### config.mk
export PLATFORM = sky130hd
export DESIGN_NAME = epdsh_port
export DESIGN_NICKNAME = d
export VERILOG_FILES = /design/src/verilog/epdsh_pkg.sv /design/src/verilog/epdsh_fifo_if.sv /design/src/verilog/epdsh_fifo.sv /design/src/verilog/epdsh_port.sv
export VERILOG_INCLUDE_DIRS = /design/src /design/src/verilog
export SDC_FILE = /design/constraint.sdc
export NUM_CORES = 1
export LEC_CHECK = 0
export ABC_AREA = 1
export BUFFER_PORTS_ARGS = -buffer_cell sky130_fd_sc_hd__buf_4
export CORE_MARGIN = 2
export CORE_UTILIZATION = 42
export DETAILED_ROUTE_END_ITERATION = 7
export PLACE_DENSITY = 0.58
export SLEW_MARGIN = 20
export SYNTH_ARGS = -nofsm -noshare
export SYNTH_HDL_FRONTEND = slang
export SYNTH_SLANG_ARGS = --single-unit
export TNS_END_PERCENT = 10
### constraint.sdc
create_clock -name clk -period 5.3 [get_ports clk]
set_input_delay 0.795 -clock clk [delete_from_list [all_inputs] [get_ports clk]]
set_output_delay 0.795 -clock clk [all_outputs]
set_load 0.05 [all_outputs]
### src/verilog/epdsh_defs.svh
// Constants of the e-paper serial host port
`ifndef EPDSH_DEFS_SVH
`define EPDSH_DEFS_SVH

`define EPDSH_BITS_4W      4'h8
`define EPDSH_BITS_3W      4'h9
`define EPDSH_CNT_ZERO     4'h0
`define EPDSH_CNT_ONE      4'h1
// Synchroniser idle: select high, clock and data low, reset pin high
`define EPDSH_SYNC_IDLE    6'h09
`define EPDSH_RD_CMD_A     8'h1b
`define EPDSH_RD_CMD_B     8'h27
`define EPDSH_RD_CMD_C     8'h2d
`define EPDSH_RD_CMD_D     8'h2e
`define EPDSH_RD_CMD_E     8'h2f
`define EPDSH_RD_CMD_F     8'h35
`define EPDSH_FIFO_WIDTH   8
`define EPDSH_FIFO_DEPTH   32

`endif

### src/verilog/epdsh_pkg.sv
// Types of the e-paper serial host port
package epdsh_pkg;

  typedef enum logic [1:0]
  {
    EPDSH_MODE_4W = 2'h1,
    EPDSH_MODE_3W = 2'h2
  } epdsh_mode_t;

  typedef enum logic [2:0]
  {
    EPDSH_ST_IDLE  = 3'h1,
    EPDSH_ST_WRITE = 3'h2,
    EPDSH_ST_READ  = 3'h4
  } epdsh_state_t;

endpackage

### src/verilog/epdsh_fifo_if.sv
// Valid/ready carrier between the port and its data FIFO
`timescale 1ns/1ps
`include "epdsh_defs.svh"

interface epdsh_fifo_if;
  logic                          in_valid;
  logic                          in_ready;
  logic [`EPDSH_FIFO_WIDTH-1:0]  in_data;
  logic                          out_valid;
  logic                          out_ready;
  logic [`EPDSH_FIFO_WIDTH-1:0]  out_data;

  modport fifo
  (
    input  in_valid,
    output in_ready,
    input  in_data,
    output out_valid,
    input  out_ready,
    output out_data
  );

  modport user
  (
    output in_valid,
    input  in_ready,
    output in_data,
    input  out_valid,
    output out_ready,
    input  out_data
  );
endinterface

### src/verilog/epdsh_fifo.sv
// Data FIFO with registered read data
`timescale 1ns/1ps
`include "epdsh_defs.svh"

module epdsh_fifo
#(
  parameter int WIDTH = `EPDSH_FIFO_WIDTH,
  parameter int DEPTH = `EPDSH_FIFO_DEPTH
)
(
  // Clock and reset
  input wire logic  clk,
  input wire logic  rst,
  // Stream ports
  epdsh_fifo_if.fifo f
);
  localparam int AW = $clog2(DEPTH);
  localparam logic [AW:0] FULL = (AW+1)'(DEPTH);

  logic [WIDTH-1:0] mem [DEPTH];
  logic [AW-1:0]    wp_q;
  logic [AW-1:0]    wp_d;
  logic [AW-1:0]    rp_q;
  logic [AW-1:0]    rp_d;
  logic [AW:0]      cnt_q;
  logic [AW:0]      cnt_d;
  logic             ov_q;
  logic             ov_d;
  logic [WIDTH-1:0] od_q;
  logic [WIDTH-1:0] od_d;
  logic             wr;
  logic             pop;

  assign f.in_ready  = (cnt_q != FULL);
  assign f.out_valid = ov_q;
  assign f.out_data  = od_q;

  always_comb
  begin
    wr    = f.in_valid & f.in_ready;
    // Output register refills as soon as it empties or is taken
    pop   = (~ov_q | f.out_ready) & (cnt_q != '0);
    wp_d  = wr ? wp_q + AW'(1'b1) : wp_q;
    rp_d  = pop ? rp_q + AW'(1'b1) : rp_q;
    cnt_d = cnt_q + (AW+1)'(wr) - (AW+1)'(pop);
    od_d  = pop ? mem[rp_q] : od_q;
    ov_d  = pop ? 1'b1 : (f.out_ready ? 1'b0 : ov_q);
  end

  always_ff @(posedge clk)
  begin
    if (rst)
    begin
      wp_q  <= '0;
      rp_q  <= '0;
      cnt_q <= '0;
      ov_q  <= 1'b0;
      od_q  <= '0;
    end
    else
    begin
      wp_q  <= wp_d;
      rp_q  <= rp_d;
      cnt_q <= cnt_d;
      ov_q  <= ov_d;
      od_q  <= od_d;
    end
  end

  always_ff @(posedge clk)
  begin
    if (wr)
      mem[wp_q] <= f.in_data;
  end
endmodule

### src/verilog/epdsh_port.sv
// Serial host port of the e-paper display controller
//
// Summary of operation
// Strap low four-wire, high three-wire nine-bit
// Four-wire: shift eight bits MSB first rising
// Four-wire: pin level routes byte command/data
// Host holds data/command level whole byte
// Only six listed commands open read phase
// Host reads: command low, then data high
// Read bytes driven MSB first on falling
// Three-wire: host ties data/command pin low
// Three-wire: flag then eight bits rising
// Flag zero command, flag one data
// Three-wire read: device drives after flag one
// Host adds full refresh after five fast
// Chip select high clears counter, drops unit
`timescale 1ns/1ps
`include "epdsh_defs.svh"

module epdsh_port
(
  // Clock and reset
  input  wire logic        clk,
  input  wire logic        rst,
  // Host pins
  input  wire logic        hard_reset_n,
  input  wire logic        interface_select,
  input  wire logic        chip_select_n,
  input  wire logic        data_command_select,
  input  wire logic        serial_clock_line,
  input  wire logic        sda_in,
  output logic             sda_out,
  output logic             sda_oe,
  // Command stream to the core
  output logic             cmd_valid,
  output logic [7:0]       cmd_byte,
  // Write data stream to the core
  output logic             data_valid,
  output logic [7:0]       data_byte,
  input  wire logic        data_ready,
  output logic             data_room,
  output logic             data_overflow,
  // Read data from the core
  input  wire logic [7:0]  rd_byte,
  output logic             rd_req,
  // Status
  output logic             three_wire,
  output logic             read_phase
);

  // Two-stage synchronisers for every pin
  logic [5:0] s1_q;
  logic [5:0] s2_q;
  logic       scl_prev_q;

  always_ff @(posedge clk)
  begin
    if (rst)
    begin
      // Idle levels keep a false select or clock edge off the link after reset
      s1_q       <= `EPDSH_SYNC_IDLE;
      s2_q       <= `EPDSH_SYNC_IDLE;
      scl_prev_q <= 1'b0;
    end
    else
    begin
      s1_q       <= {serial_clock_line, sda_in, chip_select_n,
                     data_command_select, interface_select, hard_reset_n};
      s2_q       <= s1_q;
      scl_prev_q <= s2_q[5];
    end
  end

  logic scl_s;
  logic sda_s;
  logic csn_s;
  logic dc_s;
  logic sel_s;
  logic hrn_s;
  logic rise;
  logic fall;
  logic link_rst;

  assign scl_s    = s2_q[5];
  assign sda_s    = s2_q[4];
  assign csn_s    = s2_q[3];
  assign dc_s     = s2_q[2];
  assign sel_s    = s2_q[1];
  assign hrn_s    = s2_q[0];
  assign rise     = scl_s & ~scl_prev_q;
  assign fall     = ~scl_s & scl_prev_q;
  // Display reset pin clears the link like the system reset
  assign link_rst = rst | ~hrn_s;

  function automatic logic is_read_cmd(input logic [7:0] c);
    is_read_cmd = (c == `EPDSH_RD_CMD_A) || (c == `EPDSH_RD_CMD_B) ||
                  (c == `EPDSH_RD_CMD_C) || (c == `EPDSH_RD_CMD_D) ||
                  (c == `EPDSH_RD_CMD_E) || (c == `EPDSH_RD_CMD_F);
  endfunction

  function automatic logic [3:0] unit_bits(input epdsh_pkg::epdsh_mode_t m);
    unit_bits = (m == epdsh_pkg::EPDSH_MODE_3W) ? `EPDSH_BITS_3W : `EPDSH_BITS_4W;
  endfunction

  // FIFO on the write data path
  epdsh_fifo_if fq ();

  epdsh_fifo
  #(
    .WIDTH (`EPDSH_FIFO_WIDTH),
    .DEPTH (`EPDSH_FIFO_DEPTH)
  )
  u_fifo
  (
    .clk (clk),
    .rst (link_rst),
    .f   (fq)
  );

  epdsh_pkg::epdsh_mode_t  mode_q;
  epdsh_pkg::epdsh_mode_t  mode_d;
  epdsh_pkg::epdsh_state_t st_q;
  epdsh_pkg::epdsh_state_t st_d;
  logic [3:0] cnt_q;
  logic [3:0] cnt_d;
  logic [8:0] shin_q;
  logic [8:0] shin_d;
  logic       flag_q;
  logic       flag_d;
  logic [7:0] shout_q;
  logic [7:0] shout_d;
  logic       sdo_q;
  logic       sdo_d;
  logic       oe_q;
  logic       oe_d;
  logic       cmdv_q;
  logic       cmdv_d;
  logic [7:0] cmdb_q;
  logic [7:0] cmdb_d;
  logic       push_q;
  logic       push_d;
  logic [7:0] pushb_q;
  logic [7:0] pushb_d;
  logic       ovf_q;
  logic       ovf_d;
  logic       rdq_q;
  logic       rdq_d;
  logic [7:0] unit_byte;
  logic       unit_data;
  logic       rd_start;

  always_comb
  begin
    mode_d    = mode_q;
    st_d      = st_q;
    cnt_d     = cnt_q;
    shin_d    = shin_q;
    flag_d    = flag_q;
    shout_d   = shout_q;
    sdo_d     = sdo_q;
    oe_d      = oe_q;
    cmdv_d    = 1'b0;
    cmdb_d    = cmdb_q;
    push_d    = push_q & ~fq.in_ready;
    pushb_d   = pushb_q;
    ovf_d     = 1'b0;
    rdq_d     = 1'b0;
    unit_byte = {shin_q[6:0], sda_s};
    // Three-wire flag sits one place above the byte before the last shift
    unit_data = (mode_q == epdsh_pkg::EPDSH_MODE_3W) ? shin_q[7] : dc_s;
    rd_start  = (mode_q == epdsh_pkg::EPDSH_MODE_3W) ?
                (cnt_q == `EPDSH_CNT_ONE) && flag_q :
                (cnt_q == `EPDSH_CNT_ZERO) && dc_s;
    if (csn_s)
    begin
      // Idle: drop any partial unit and follow the strap
      cnt_d  = `EPDSH_CNT_ZERO;
      shin_d = '0;
      st_d   = epdsh_pkg::EPDSH_ST_IDLE;
      oe_d   = 1'b0;
      mode_d = sel_s ? epdsh_pkg::EPDSH_MODE_3W : epdsh_pkg::EPDSH_MODE_4W;
    end
    else
    begin
      if (rise)
      begin
        shin_d = {shin_q[7:0], sda_s};
        cnt_d  = cnt_q + 4'h1;
        if ((mode_q == epdsh_pkg::EPDSH_MODE_3W) && (cnt_q == `EPDSH_CNT_ZERO))
          flag_d = sda_s;
        if (cnt_q + 4'h1 == unit_bits(mode_q))
        begin
          cnt_d = `EPDSH_CNT_ZERO;
          if (!unit_data)
          begin
            cmdv_d = 1'b1;
            cmdb_d = unit_byte;
            st_d   = is_read_cmd(unit_byte) ? epdsh_pkg::EPDSH_ST_READ
                                            : epdsh_pkg::EPDSH_ST_WRITE;
          end
          else
          begin
            case (st_q)
              // Units of a read phase only clock the reply out
              epdsh_pkg::EPDSH_ST_READ:
                ovf_d = 1'b0;
              default:
              begin
                // A full FIFO cannot stall the host clock, so the byte is lost
                if (fq.in_ready && !push_q)
                begin
                  push_d  = 1'b1;
                  pushb_d = unit_byte;
                end
                else
                  ovf_d = 1'b1;
              end
            endcase
          end
        end
      end
      if (fall)
      begin
        case (st_q)
          epdsh_pkg::EPDSH_ST_READ:
          begin
            if (rd_start)
            begin
              sdo_d   = rd_byte[7];
              shout_d = {rd_byte[6:0], 1'b0};
              oe_d    = 1'b1;
              rdq_d   = 1'b1;
            end
            else if (cnt_q == `EPDSH_CNT_ZERO)
              oe_d = 1'b0;
            else if (oe_q)
            begin
              sdo_d   = shout_q[7];
              shout_d = {shout_q[6:0], 1'b0};
            end
          end
          // The line is never driven outside a read
          default:
            oe_d = 1'b0;
        endcase
      end
    end
  end

  always_ff @(posedge clk)
  begin
    if (link_rst)
    begin
      mode_q  <= epdsh_pkg::EPDSH_MODE_4W;
      st_q    <= epdsh_pkg::EPDSH_ST_IDLE;
      cnt_q   <= `EPDSH_CNT_ZERO;
      shin_q  <= '0;
      flag_q  <= 1'b0;
      shout_q <= '0;
      sdo_q   <= 1'b0;
      oe_q    <= 1'b0;
      cmdv_q  <= 1'b0;
      cmdb_q  <= '0;
      push_q  <= 1'b0;
      pushb_q <= '0;
      ovf_q   <= 1'b0;
      rdq_q   <= 1'b0;
    end
    else
    begin
      mode_q  <= mode_d;
      st_q    <= st_d;
      cnt_q   <= cnt_d;
      shin_q  <= shin_d;
      flag_q  <= flag_d;
      shout_q <= shout_d;
      sdo_q   <= sdo_d;
      oe_q    <= oe_d;
      cmdv_q  <= cmdv_d;
      cmdb_q  <= cmdb_d;
      push_q  <= push_d;
      pushb_q <= pushb_d;
      ovf_q   <= ovf_d;
      rdq_q   <= rdq_d;
    end
  end

  assign fq.in_valid    = push_q;
  assign fq.in_data     = pushb_q;
  assign fq.out_ready   = data_ready;
  assign data_valid     = fq.out_valid;
  assign data_byte      = fq.out_data;
  assign data_room      = fq.in_ready;
  assign data_overflow  = ovf_q;
  assign sda_out        = sdo_q;
  assign sda_oe         = oe_q;
  assign cmd_valid      = cmdv_q;
  assign cmd_byte       = cmdb_q;
  assign rd_req         = rdq_q;
  assign three_wire     = (mode_q == epdsh_pkg::EPDSH_MODE_3W);
  assign read_phase     = (st_q == epdsh_pkg::EPDSH_ST_READ);

endmodule

==> impl_metrics.csv, run 1 <==
group,metric,value,unit
clock_network,root_buffer_cell,"sky130_fd_sc_hd__clkbuf_16",
run_status,outcome,"complete, no violations",
logic_synthesis,synth_edf_count,256,
power_and_ir_drop,total_power,6.865,mW
logic_synthesis,synthesis.area_per_instance,9.722,um^2
detailed_routing,drtIter0Drc,782,
floorplanning,initial_cell_density_of_the_core,0.4236,
cells_and_area,synthToLayoutAreaGrowth,13.58,%
clock_network,holdBufCountCts,0,
floorplanning,io_pins,42,
min_path,hold_path_class,"register to register",
logic_synthesis,syn_nets,1532,
sta,setup_ws,1814,ps
placement,port-buffer-count,41,
critical_path,worstReg2RegEnd,"u_fifo.f.out_data[7]",
sta,clock-skew-final,12.92,ps
logic_synthesis,yosysSeqAreaShare,0.6465,
logic_synthesis,synthTopCellsByArea,"sky130_fd_sc_hd__edfxtp_1 (53%), sky130_fd_sc_hd__dfxtp_1 (12%), sky130_fd_sc_hd__nand2_1 (11%)",
critical_path,worst_path_arrival_time,3940,ps
cells_and_area,drive_gt1_frac,0.09686,
detailed_routing,number_of_vias_per_cell_after_detailed_routing,4.975,
clock_network,cts-root-to-sink-buffers,3,
grt,groute.usage.overall,0.1942,
min_path,worstHoldStart,"s1_q[4]",
detailed_routing,total_detailed_routing_wirelength,34080,um
detailed_routing,wl_per_cell,16.92,um
clock_network,post_cts.repair.setup_buffers,0,
sta,timing_worst_slew_pin_value,1014,ps
logic_synthesis,ys_dominant_reg_cell,"sky130_fd_sc_hd__edfxtp_1",
grt,grt.overflow.total,0,
floorplanning,floorplan_core_area,34290,um^2
sta,timing.final.setup_violations,0,
logic_synthesis,yosysTopAreaCell,"sky130_fd_sc_hd__edfxtp_1",
critical_path,critPathRequiredTime,5750,ps
critical_path,cp-start-kind,"register",
critical_path,setup.reg_to_reg.worst_slack,1810,ps
sta,max_slew_margin,0.3243,
grt,antenna_found_initial,0,
logic_synthesis,synth_warnings,0,
clock_network,cts_buffers,39,
placement,dp_worst_setup_slack,1727,ps
sta,setup_total_negative_slack,0,ps
cells_and_area,layout.cells.non_filler,2014,
cells_and_area,top_library_cells_by_usage_in_the_layout_fill_and_taps_aside,"sky130_fd_sc_hd__nand2_1 (416), sky130_fd_sc_hd__edfxtp_1 (256), sky130_fd_sc_hd__inv_1 (177)",
sta,final_hold_viol_count,0,
power_and_ir_drop,pwr_cell_area,416.2,nW/um^2
logic_synthesis,ys_seq_elements,341,
logic_synthesis,synthesis.instances,1494,
critical_path,worstPathMaxFanout,67,
clock_network,cts.clk_slew.worst_paths,60,ps
clock_network,tritoncts,"done",
cells_and_area,layout.cells.most_common,"sky130_fd_sc_hd__nand2_1",
sta,worst_hold_slack,403.6,ps
detailed_routing,ant_nets,0,
floorplanning,row_count,68,
cells_and_area,post-route-cell-area,16500,um^2
grt,grt_pass1_wl,54120,um
placement,routabilityCongestion,0.8020,
logic_synthesis,post_synth_num_cell_types,37,
detailed_routing,firstDrtPassIters,6,
logic_synthesis,synth_top_area_share,0.5293,
power_and_ir_drop,leakage_power,6.709,nW
critical_path,timing.setup.critical_path_class,"register to register",
critical_path,crit_end_element,"register",
sta,timing_max_transition_violations_final,0,
clock_network,cts-htree-levels,2,
sta,fmax,286.9,MHz
critical_path,endpoint,"u_fifo.f.out_data[7]",
grt,grt_pass1_vias,9627,
detailed_routing,vias_after_detailed_routing,10020,
sta,final_min_period_over_clock_period,0.6577,
critical_path,cp-startpoint,"u_fifo.rp_q[0]",
cells_and_area,ant_cells,0,
placement,dpl_cell_area,15220,um^2
sta,fin_crit,3486,ps
detailed_routing,detail_route.drc_violations,0,
critical_path,worst-r2r-cell-count,9,
logic_synthesis,synthesis.area,14520,um^2
clock_network,cts_repair_resize_count,0,
clock_network,cts_num_sinks,341,
grt,pin_count_of_the_biggest_net_entering_global_routing,74,
min_path,min_delay_path_depth,2,
clock_network,clk-insertion-delay-late,530,ps
cells_and_area,fillerInstances,3204,
cells_and_area,nets,1567,
critical_path,reg2reg_from,"u_fifo.rp_q[0]",
placement,post-place-cells,1943,
flow_run,maxCapViolations,0,
cells_and_area,finalCoreUtilization,0.4811,
logic_synthesis,share_of_flip_flops_with_an_asynchronous_set_or_reset_after_synthesis,0,
placement,hpwlAfterDp,21030,um
sta,unrepaired_setup_endpoints_after_global_routing,"false",
power_and_ir_drop,vdd.ir_drop.worst,361.7,uV
floorplanning,floorplan.die.height,190.0,um
floorplanning,dieArea,36080,um^2
floorplanning,fp.dieW,190.0,um
-- cell usage after synthesis (2+ instances only) --
library cell	instances
sky130_fd_sc_hd__nor2_1	134
sky130_fd_sc_hd__ha_1	20
sky130_fd_sc_hd__buf_2	37
sky130_fd_sc_hd__clkbuf_1	20
sky130_fd_sc_hd__nand2_1	416
sky130_fd_sc_hd__inv_1	178
sky130_fd_sc_hd__o21ai_0	35
sky130_fd_sc_hd__nand3_1	174
sky130_fd_sc_hd__edfxtp_1	256
sky130_fd_sc_hd__xor2_1	3
sky130_fd_sc_hd__o21bai_1	8
sky130_fd_sc_hd__a21oi_1	62
sky130_fd_sc_hd__or2_2	4
sky130_fd_sc_hd__o211ai_1	2
sky130_fd_sc_hd__a31oi_1	2
sky130_fd_sc_hd__nand2_2	4
sky130_fd_sc_hd__nor3_1	8
sky130_fd_sc_hd__o21ai_1	2
sky130_fd_sc_hd__buf_4	6
sky130_fd_sc_hd__nor2_2	12
sky130_fd_sc_hd__nand2_4	2
sky130_fd_sc_hd__dfxtp_1	85
sky130_fd_sc_hd__inv_2	5
sky130_fd_sc_hd__clkinv_1	3
sky130_fd_sc_hd__nand4_1	4
-- worst min path at each step --
stage | end | slack (ps)
finish | s2_q[4] | 400
global route | s2_q[4] | 410
CTS | s2_q[4] | 410
detailed placement | s2_q[3] | 400
global placement | s2_q[5] | 390
floorplan | s2_q[1] | 390
-- power by group --
group	switching [mW]	leakage, nW	internal (mW)
Sequential	0.122	3.60	2.90
Combinational	0.869	2.49	0.348
Clock	1.04	0.625	1.59
-- cell families after synthesis --
kind of cell / count (synthesis) / share of synthesized area
AO/OA/AOI/OAI: 116 / 0.04282
adder cells (fa/ha/maj): 21 / 0.01861
buffers and inverters: 250 / 0.06969
flip-flops: 341 / 0.6465
XOR/XNOR: 4 / 0.002413
AND/OR/NAND/NOR: 762 / 0.2200
-- critical path, cell delays in order (launching register included) --
cell                       delay (ps)
sky130_fd_sc_hd__dfxtp_4          820
sky130_fd_sc_hd__clkinv_2        1000
sky130_fd_sc_hd__buf_4            640
sky130_fd_sc_hd__nand2_1          140
sky130_fd_sc_hd__nand3_1           70
sky130_fd_sc_hd__nand3_1          160
sky130_fd_sc_hd__nand3_1          130
sky130_fd_sc_hd__nand2_1          120
sky130_fd_sc_hd__nand3_1           80
sky130_fd_sc_hd__a21oi_1          160
-- area by class of cell --
cell class | count | area (um^2) | share of cell area
multi-input cells | 903 | 4128 | 0.2502
repair buffers | 57 | 427.9 | 0.02594
inverters | 187 | 708.2 | 0.04293
clock inverters | 17 | 132.6 | 0.008040
clock buffers | 54 | 1135 | 0.06880
well taps | 455 | 569.3 | 0.03451
flip-flops and latches | 341 | 9395 | 0.5696
-- registers in the layout, summed over array words and instances (netlist names), 2 cells and up --
| signal | flops |
|---|---|
| cnt_q | 4 |
| shout_q | 7 |
| cmd_byte | 8 |
| u_fifo.cnt_q | 6 |
| s1_q | 6 |
| u_fifo.mem | 256 |
| st_q | 3 |
| shin_q | 8 |
| u_fifo.wp_q | 5 |
| u_fifo.rp_q | 5 |
| fq.in_data | 8 |
| mode_q | 2 |
| u_fifo.f.out_data | 8 |
| s2_q | 6 |
-- layer usage --
metal / part of all wire / track usage / vias up
li1: - / - / 4937
met1: 0.46 / 0.2703 / 4750
met2: 0.46 / 0.3119 / 272
met3: 0.052 / 0.03062 / 60
met4: 0.028 / 0.06321 / 0
met5: 0 / 0 / -
Power figures use the tool's default switching activity.
==> inputs of run 2 (changes only) <==
- clock period: 5.3 -> 3.4 ns (I/O delays scaled with it)
==> run 2 against run 1 <==
Worst setup slack worse by 1100 ps. Non-clock buffer count is 5 higher. Critical endpoint is now u_fifo.mem[12][4]. Maximum frequency is 31% higher. Via count is 0.16% higher. Clock power is 56% higher.
==> impl_metrics.csv, run 2 (same netlist as run 1, synthesis figures left out) <==
group,metric,value,unit
floorplanning,floorplan.die.height,190.0,um
critical_path,timing.setup.critical_path_class,"register to register",
floorplanning,floorplan_core_area,34290,um^2
grt,groute.usage.overall,0.1938,
grt,antenna_found_initial,0,
critical_path,worst-r2r-cell-count,6,
placement,dpl_cell_area,15280,um^2
detailed_routing,detail_route.drc_violations,0,
floorplanning,row_count,68,
clock_network,root_buffer_cell,"sky130_fd_sc_hd__clkbuf_16",
min_path,hold_path_class,"input port to register",
detailed_routing,vias_after_detailed_routing,10040,
sta,max_slew_margin,0.3521,
placement,routabilityCongestion,0.8795,
critical_path,critPathRequiredTime,3550,ps
critical_path,path_cells,"inv_1 > ha_1 > nand4_1 > ha_1 > nand2_1 > nor2_1",
floorplanning,dieArea,36080,um^2
sta,setup_total_negative_slack,0,ps
clock_network,cts_num_sinks,341,
detailed_routing,drtIter0Drc,984,
floorplanning,initial_cell_density_of_the_core,0.4236,
cells_and_area,fillerInstances,3204,
critical_path,setup.reg_to_reg.worst_slack,750,ps
cells_and_area,flip_flop_count_of_the_largest_register_after_layout,256,
placement,post-place-cells,1948,
sta,final_hold_viol_count,0,
clock_network,tritoncts,"done",
critical_path,worstPathMaxFanout,9,
sta,worst_hold_slack,172.9,ps
detailed_routing,ant_nets,0,
power_and_ir_drop,vdd.ir_drop.worst,548.3,uV
min_path,min_delay_path_depth,2,
cells_and_area,ant_cells,0,
critical_path,cp-start-kind,"register",
grt,grt_pass1_wl,53790,um
cells_and_area,synthToLayoutAreaGrowth,13.87,%
run_status,outcome,"complete, no violations",
sta,fin_crit,2653,ps
cells_and_area,drive_gt1_frac,0.1006,
critical_path,worst_path_arrival_time,2810,ps
floorplanning,fp.dieW,190.0,um
clock_network,post_cts.repair.setup_buffers,0,
detailed_routing,firstDrtPassIters,7,
cells_and_area,post-route-cell-area,16540,um^2
cells_and_area,top_register,"u_fifo.mem",
cells_and_area,layout.cells.non_filler,2016,
sta,timing_max_transition_violations_final,0,
critical_path,reg2reg_from,"u_fifo.cnt_q[2]",
grt,grt_pass1_vias,9794,
sta,fmax,377.0,MHz
min_path,whs_endpoint,"s1_q[0]",
sta,unrepaired_setup_endpoints_after_global_routing,"false",
grt,grt.overflow.total,0,
clock_network,cts_repair_resize_count,0,
critical_path,critPathMaxStageDelay,700,ps
critical_path,crit_end_element,"register",
critical_path,worstReg2RegEnd,"u_fifo.mem[12][4]",
power_and_ir_drop,pwr_cell_area,645.1,nW/um^2
sta,final_min_period_over_clock_period,0.7802,
placement,hpwlAfterDp,21830,um
clock_network,cts.clk_slew.worst_paths,60,ps
clock_network,cts_buffers,37,
cells_and_area,layout.cells.most_common,"sky130_fd_sc_hd__nand2_1",
cells_and_area,nets,1570,
critical_path,critical_path.most_common_cell,"sky130_fd_sc_hd__ha_1",
placement,port-buffer-count,41,
clock_network,cts-htree-levels,2,
sta,clock-skew-final,21.22,ps
flow_run,maxCapViolations,0,
min_path,worstHoldStart,"hard_reset_n",
clock_network,holdBufCountCts,0,
clock_network,cts-root-to-sink-buffers,3,
detailed_routing,wl_per_cell,17.00,um
cells_and_area,top_library_cells_by_usage_in_the_layout_fill_and_taps_aside,"sky130_fd_sc_hd__nand2_1 (416), sky130_fd_sc_hd__edfxtp_1 (256), sky130_fd_sc_hd__inv_1 (177)",
clock_network,clk-insertion-delay-late,520,ps
floorplanning,io_pins,42,
critical_path,critical_path.slowest_cell,"sky130_fd_sc_hd__nor2_1",
grt,pin_count_of_the_biggest_net_entering_global_routing,81,
power_and_ir_drop,leakage_power,6.724,nW
sta,timing_worst_slew_pin_value,968.3,ps
detailed_routing,total_detailed_routing_wirelength,34280,um
sta,timing.final.setup_violations,0,
detailed_routing,number_of_vias_per_cell_after_detailed_routing,4.978,
==> run 2: cell count changes in the layout (fill, tap and decap cells not counted), sizes merged <==
cell and change:
clkinv -6, bufinv +1, buf +5, clkinvlp +3
inv +2, clkbuf -3
==> run 2: through the flow <==
stage / util / worst slack (ps) / power (mW)
after floorplan: - / 528.1 / 6.157
after global placement: 0.4455 / 805.2 / 6.664
after detailed placement: 0.4455 / 748.6 / 6.672
after CTS: 0.4823 / 781.5 / 10.76
after global routing: 0.4823 / 541.7 / 11.16
final: 0.4823 / 747.4 / 10.67
==> run 2: how the worst max path moves through the flow <==
stage | endpoint | startpoint | depth (start not counted) | slack (ps)
global route | u_fifo.mem[0][4] | u_fifo.cnt_q[3] | 6 | 540
global placement | u_fifo.mem[0][4] | u_fifo.cnt_q[2] | 6 | 810
floorplan | u_fifo.mem[23][0] | u_fifo.cnt_q[4] | 9 | 530
finish | u_fifo.mem[12][4] | u_fifo.cnt_q[2] | 6 | 750
detailed placement | u_fifo.mem[17][2] | u_fifo.cnt_q[2] | 6 | 750
CTS | u_fifo.mem[15][3] | u_fifo.cnt_q[2] | 6 | 780
==> run 2: metal layers <==
layer  wire, um  up-vias  global-route usage
met5          0        -                   0
met4        986        0             0.06321
met3       2105       74             0.03062
met2      16090      300              0.3181
met1      15090     4709              0.2639
li1           -     4952                   -
==> run 2: worst max-delay path: cells and delay by family, from the launching register on <==
kind / cells / cell delay [ps]
and+or+nand+nor: 3 / 1340
adders and majority gates: 2 / 570
buffers and inverters: 1 / 60
DFF: 1 / 330
==> run 2: power by group <==
| group | total (mW) | switching, mW | internal [mW] |
|---|---|---|---|
| registers | 4.63 | 0.113 | 4.52 |
| logic | 1.95 | 1.37 | 0.585 |
| clock network | 4.09 | 1.60 | 2.49 |
| total | 10.7 | 3.08 | 7.59 |
==> run 2: final cells by class <==
type | count | area, um^2 | share of cell area
multi-input combinational | 903 | 4123 | 0.2493
clock inverter | 17 | 168.9 | 0.01021
clock buffer | 51 | 1094 | 0.06612
sequential | 341 | 9398 | 0.5682
timing repair buffer | 62 | 478.0 | 0.02890
tap | 455 | 569.3 | 0.03442
inverter | 187 | 708.2 | 0.04282
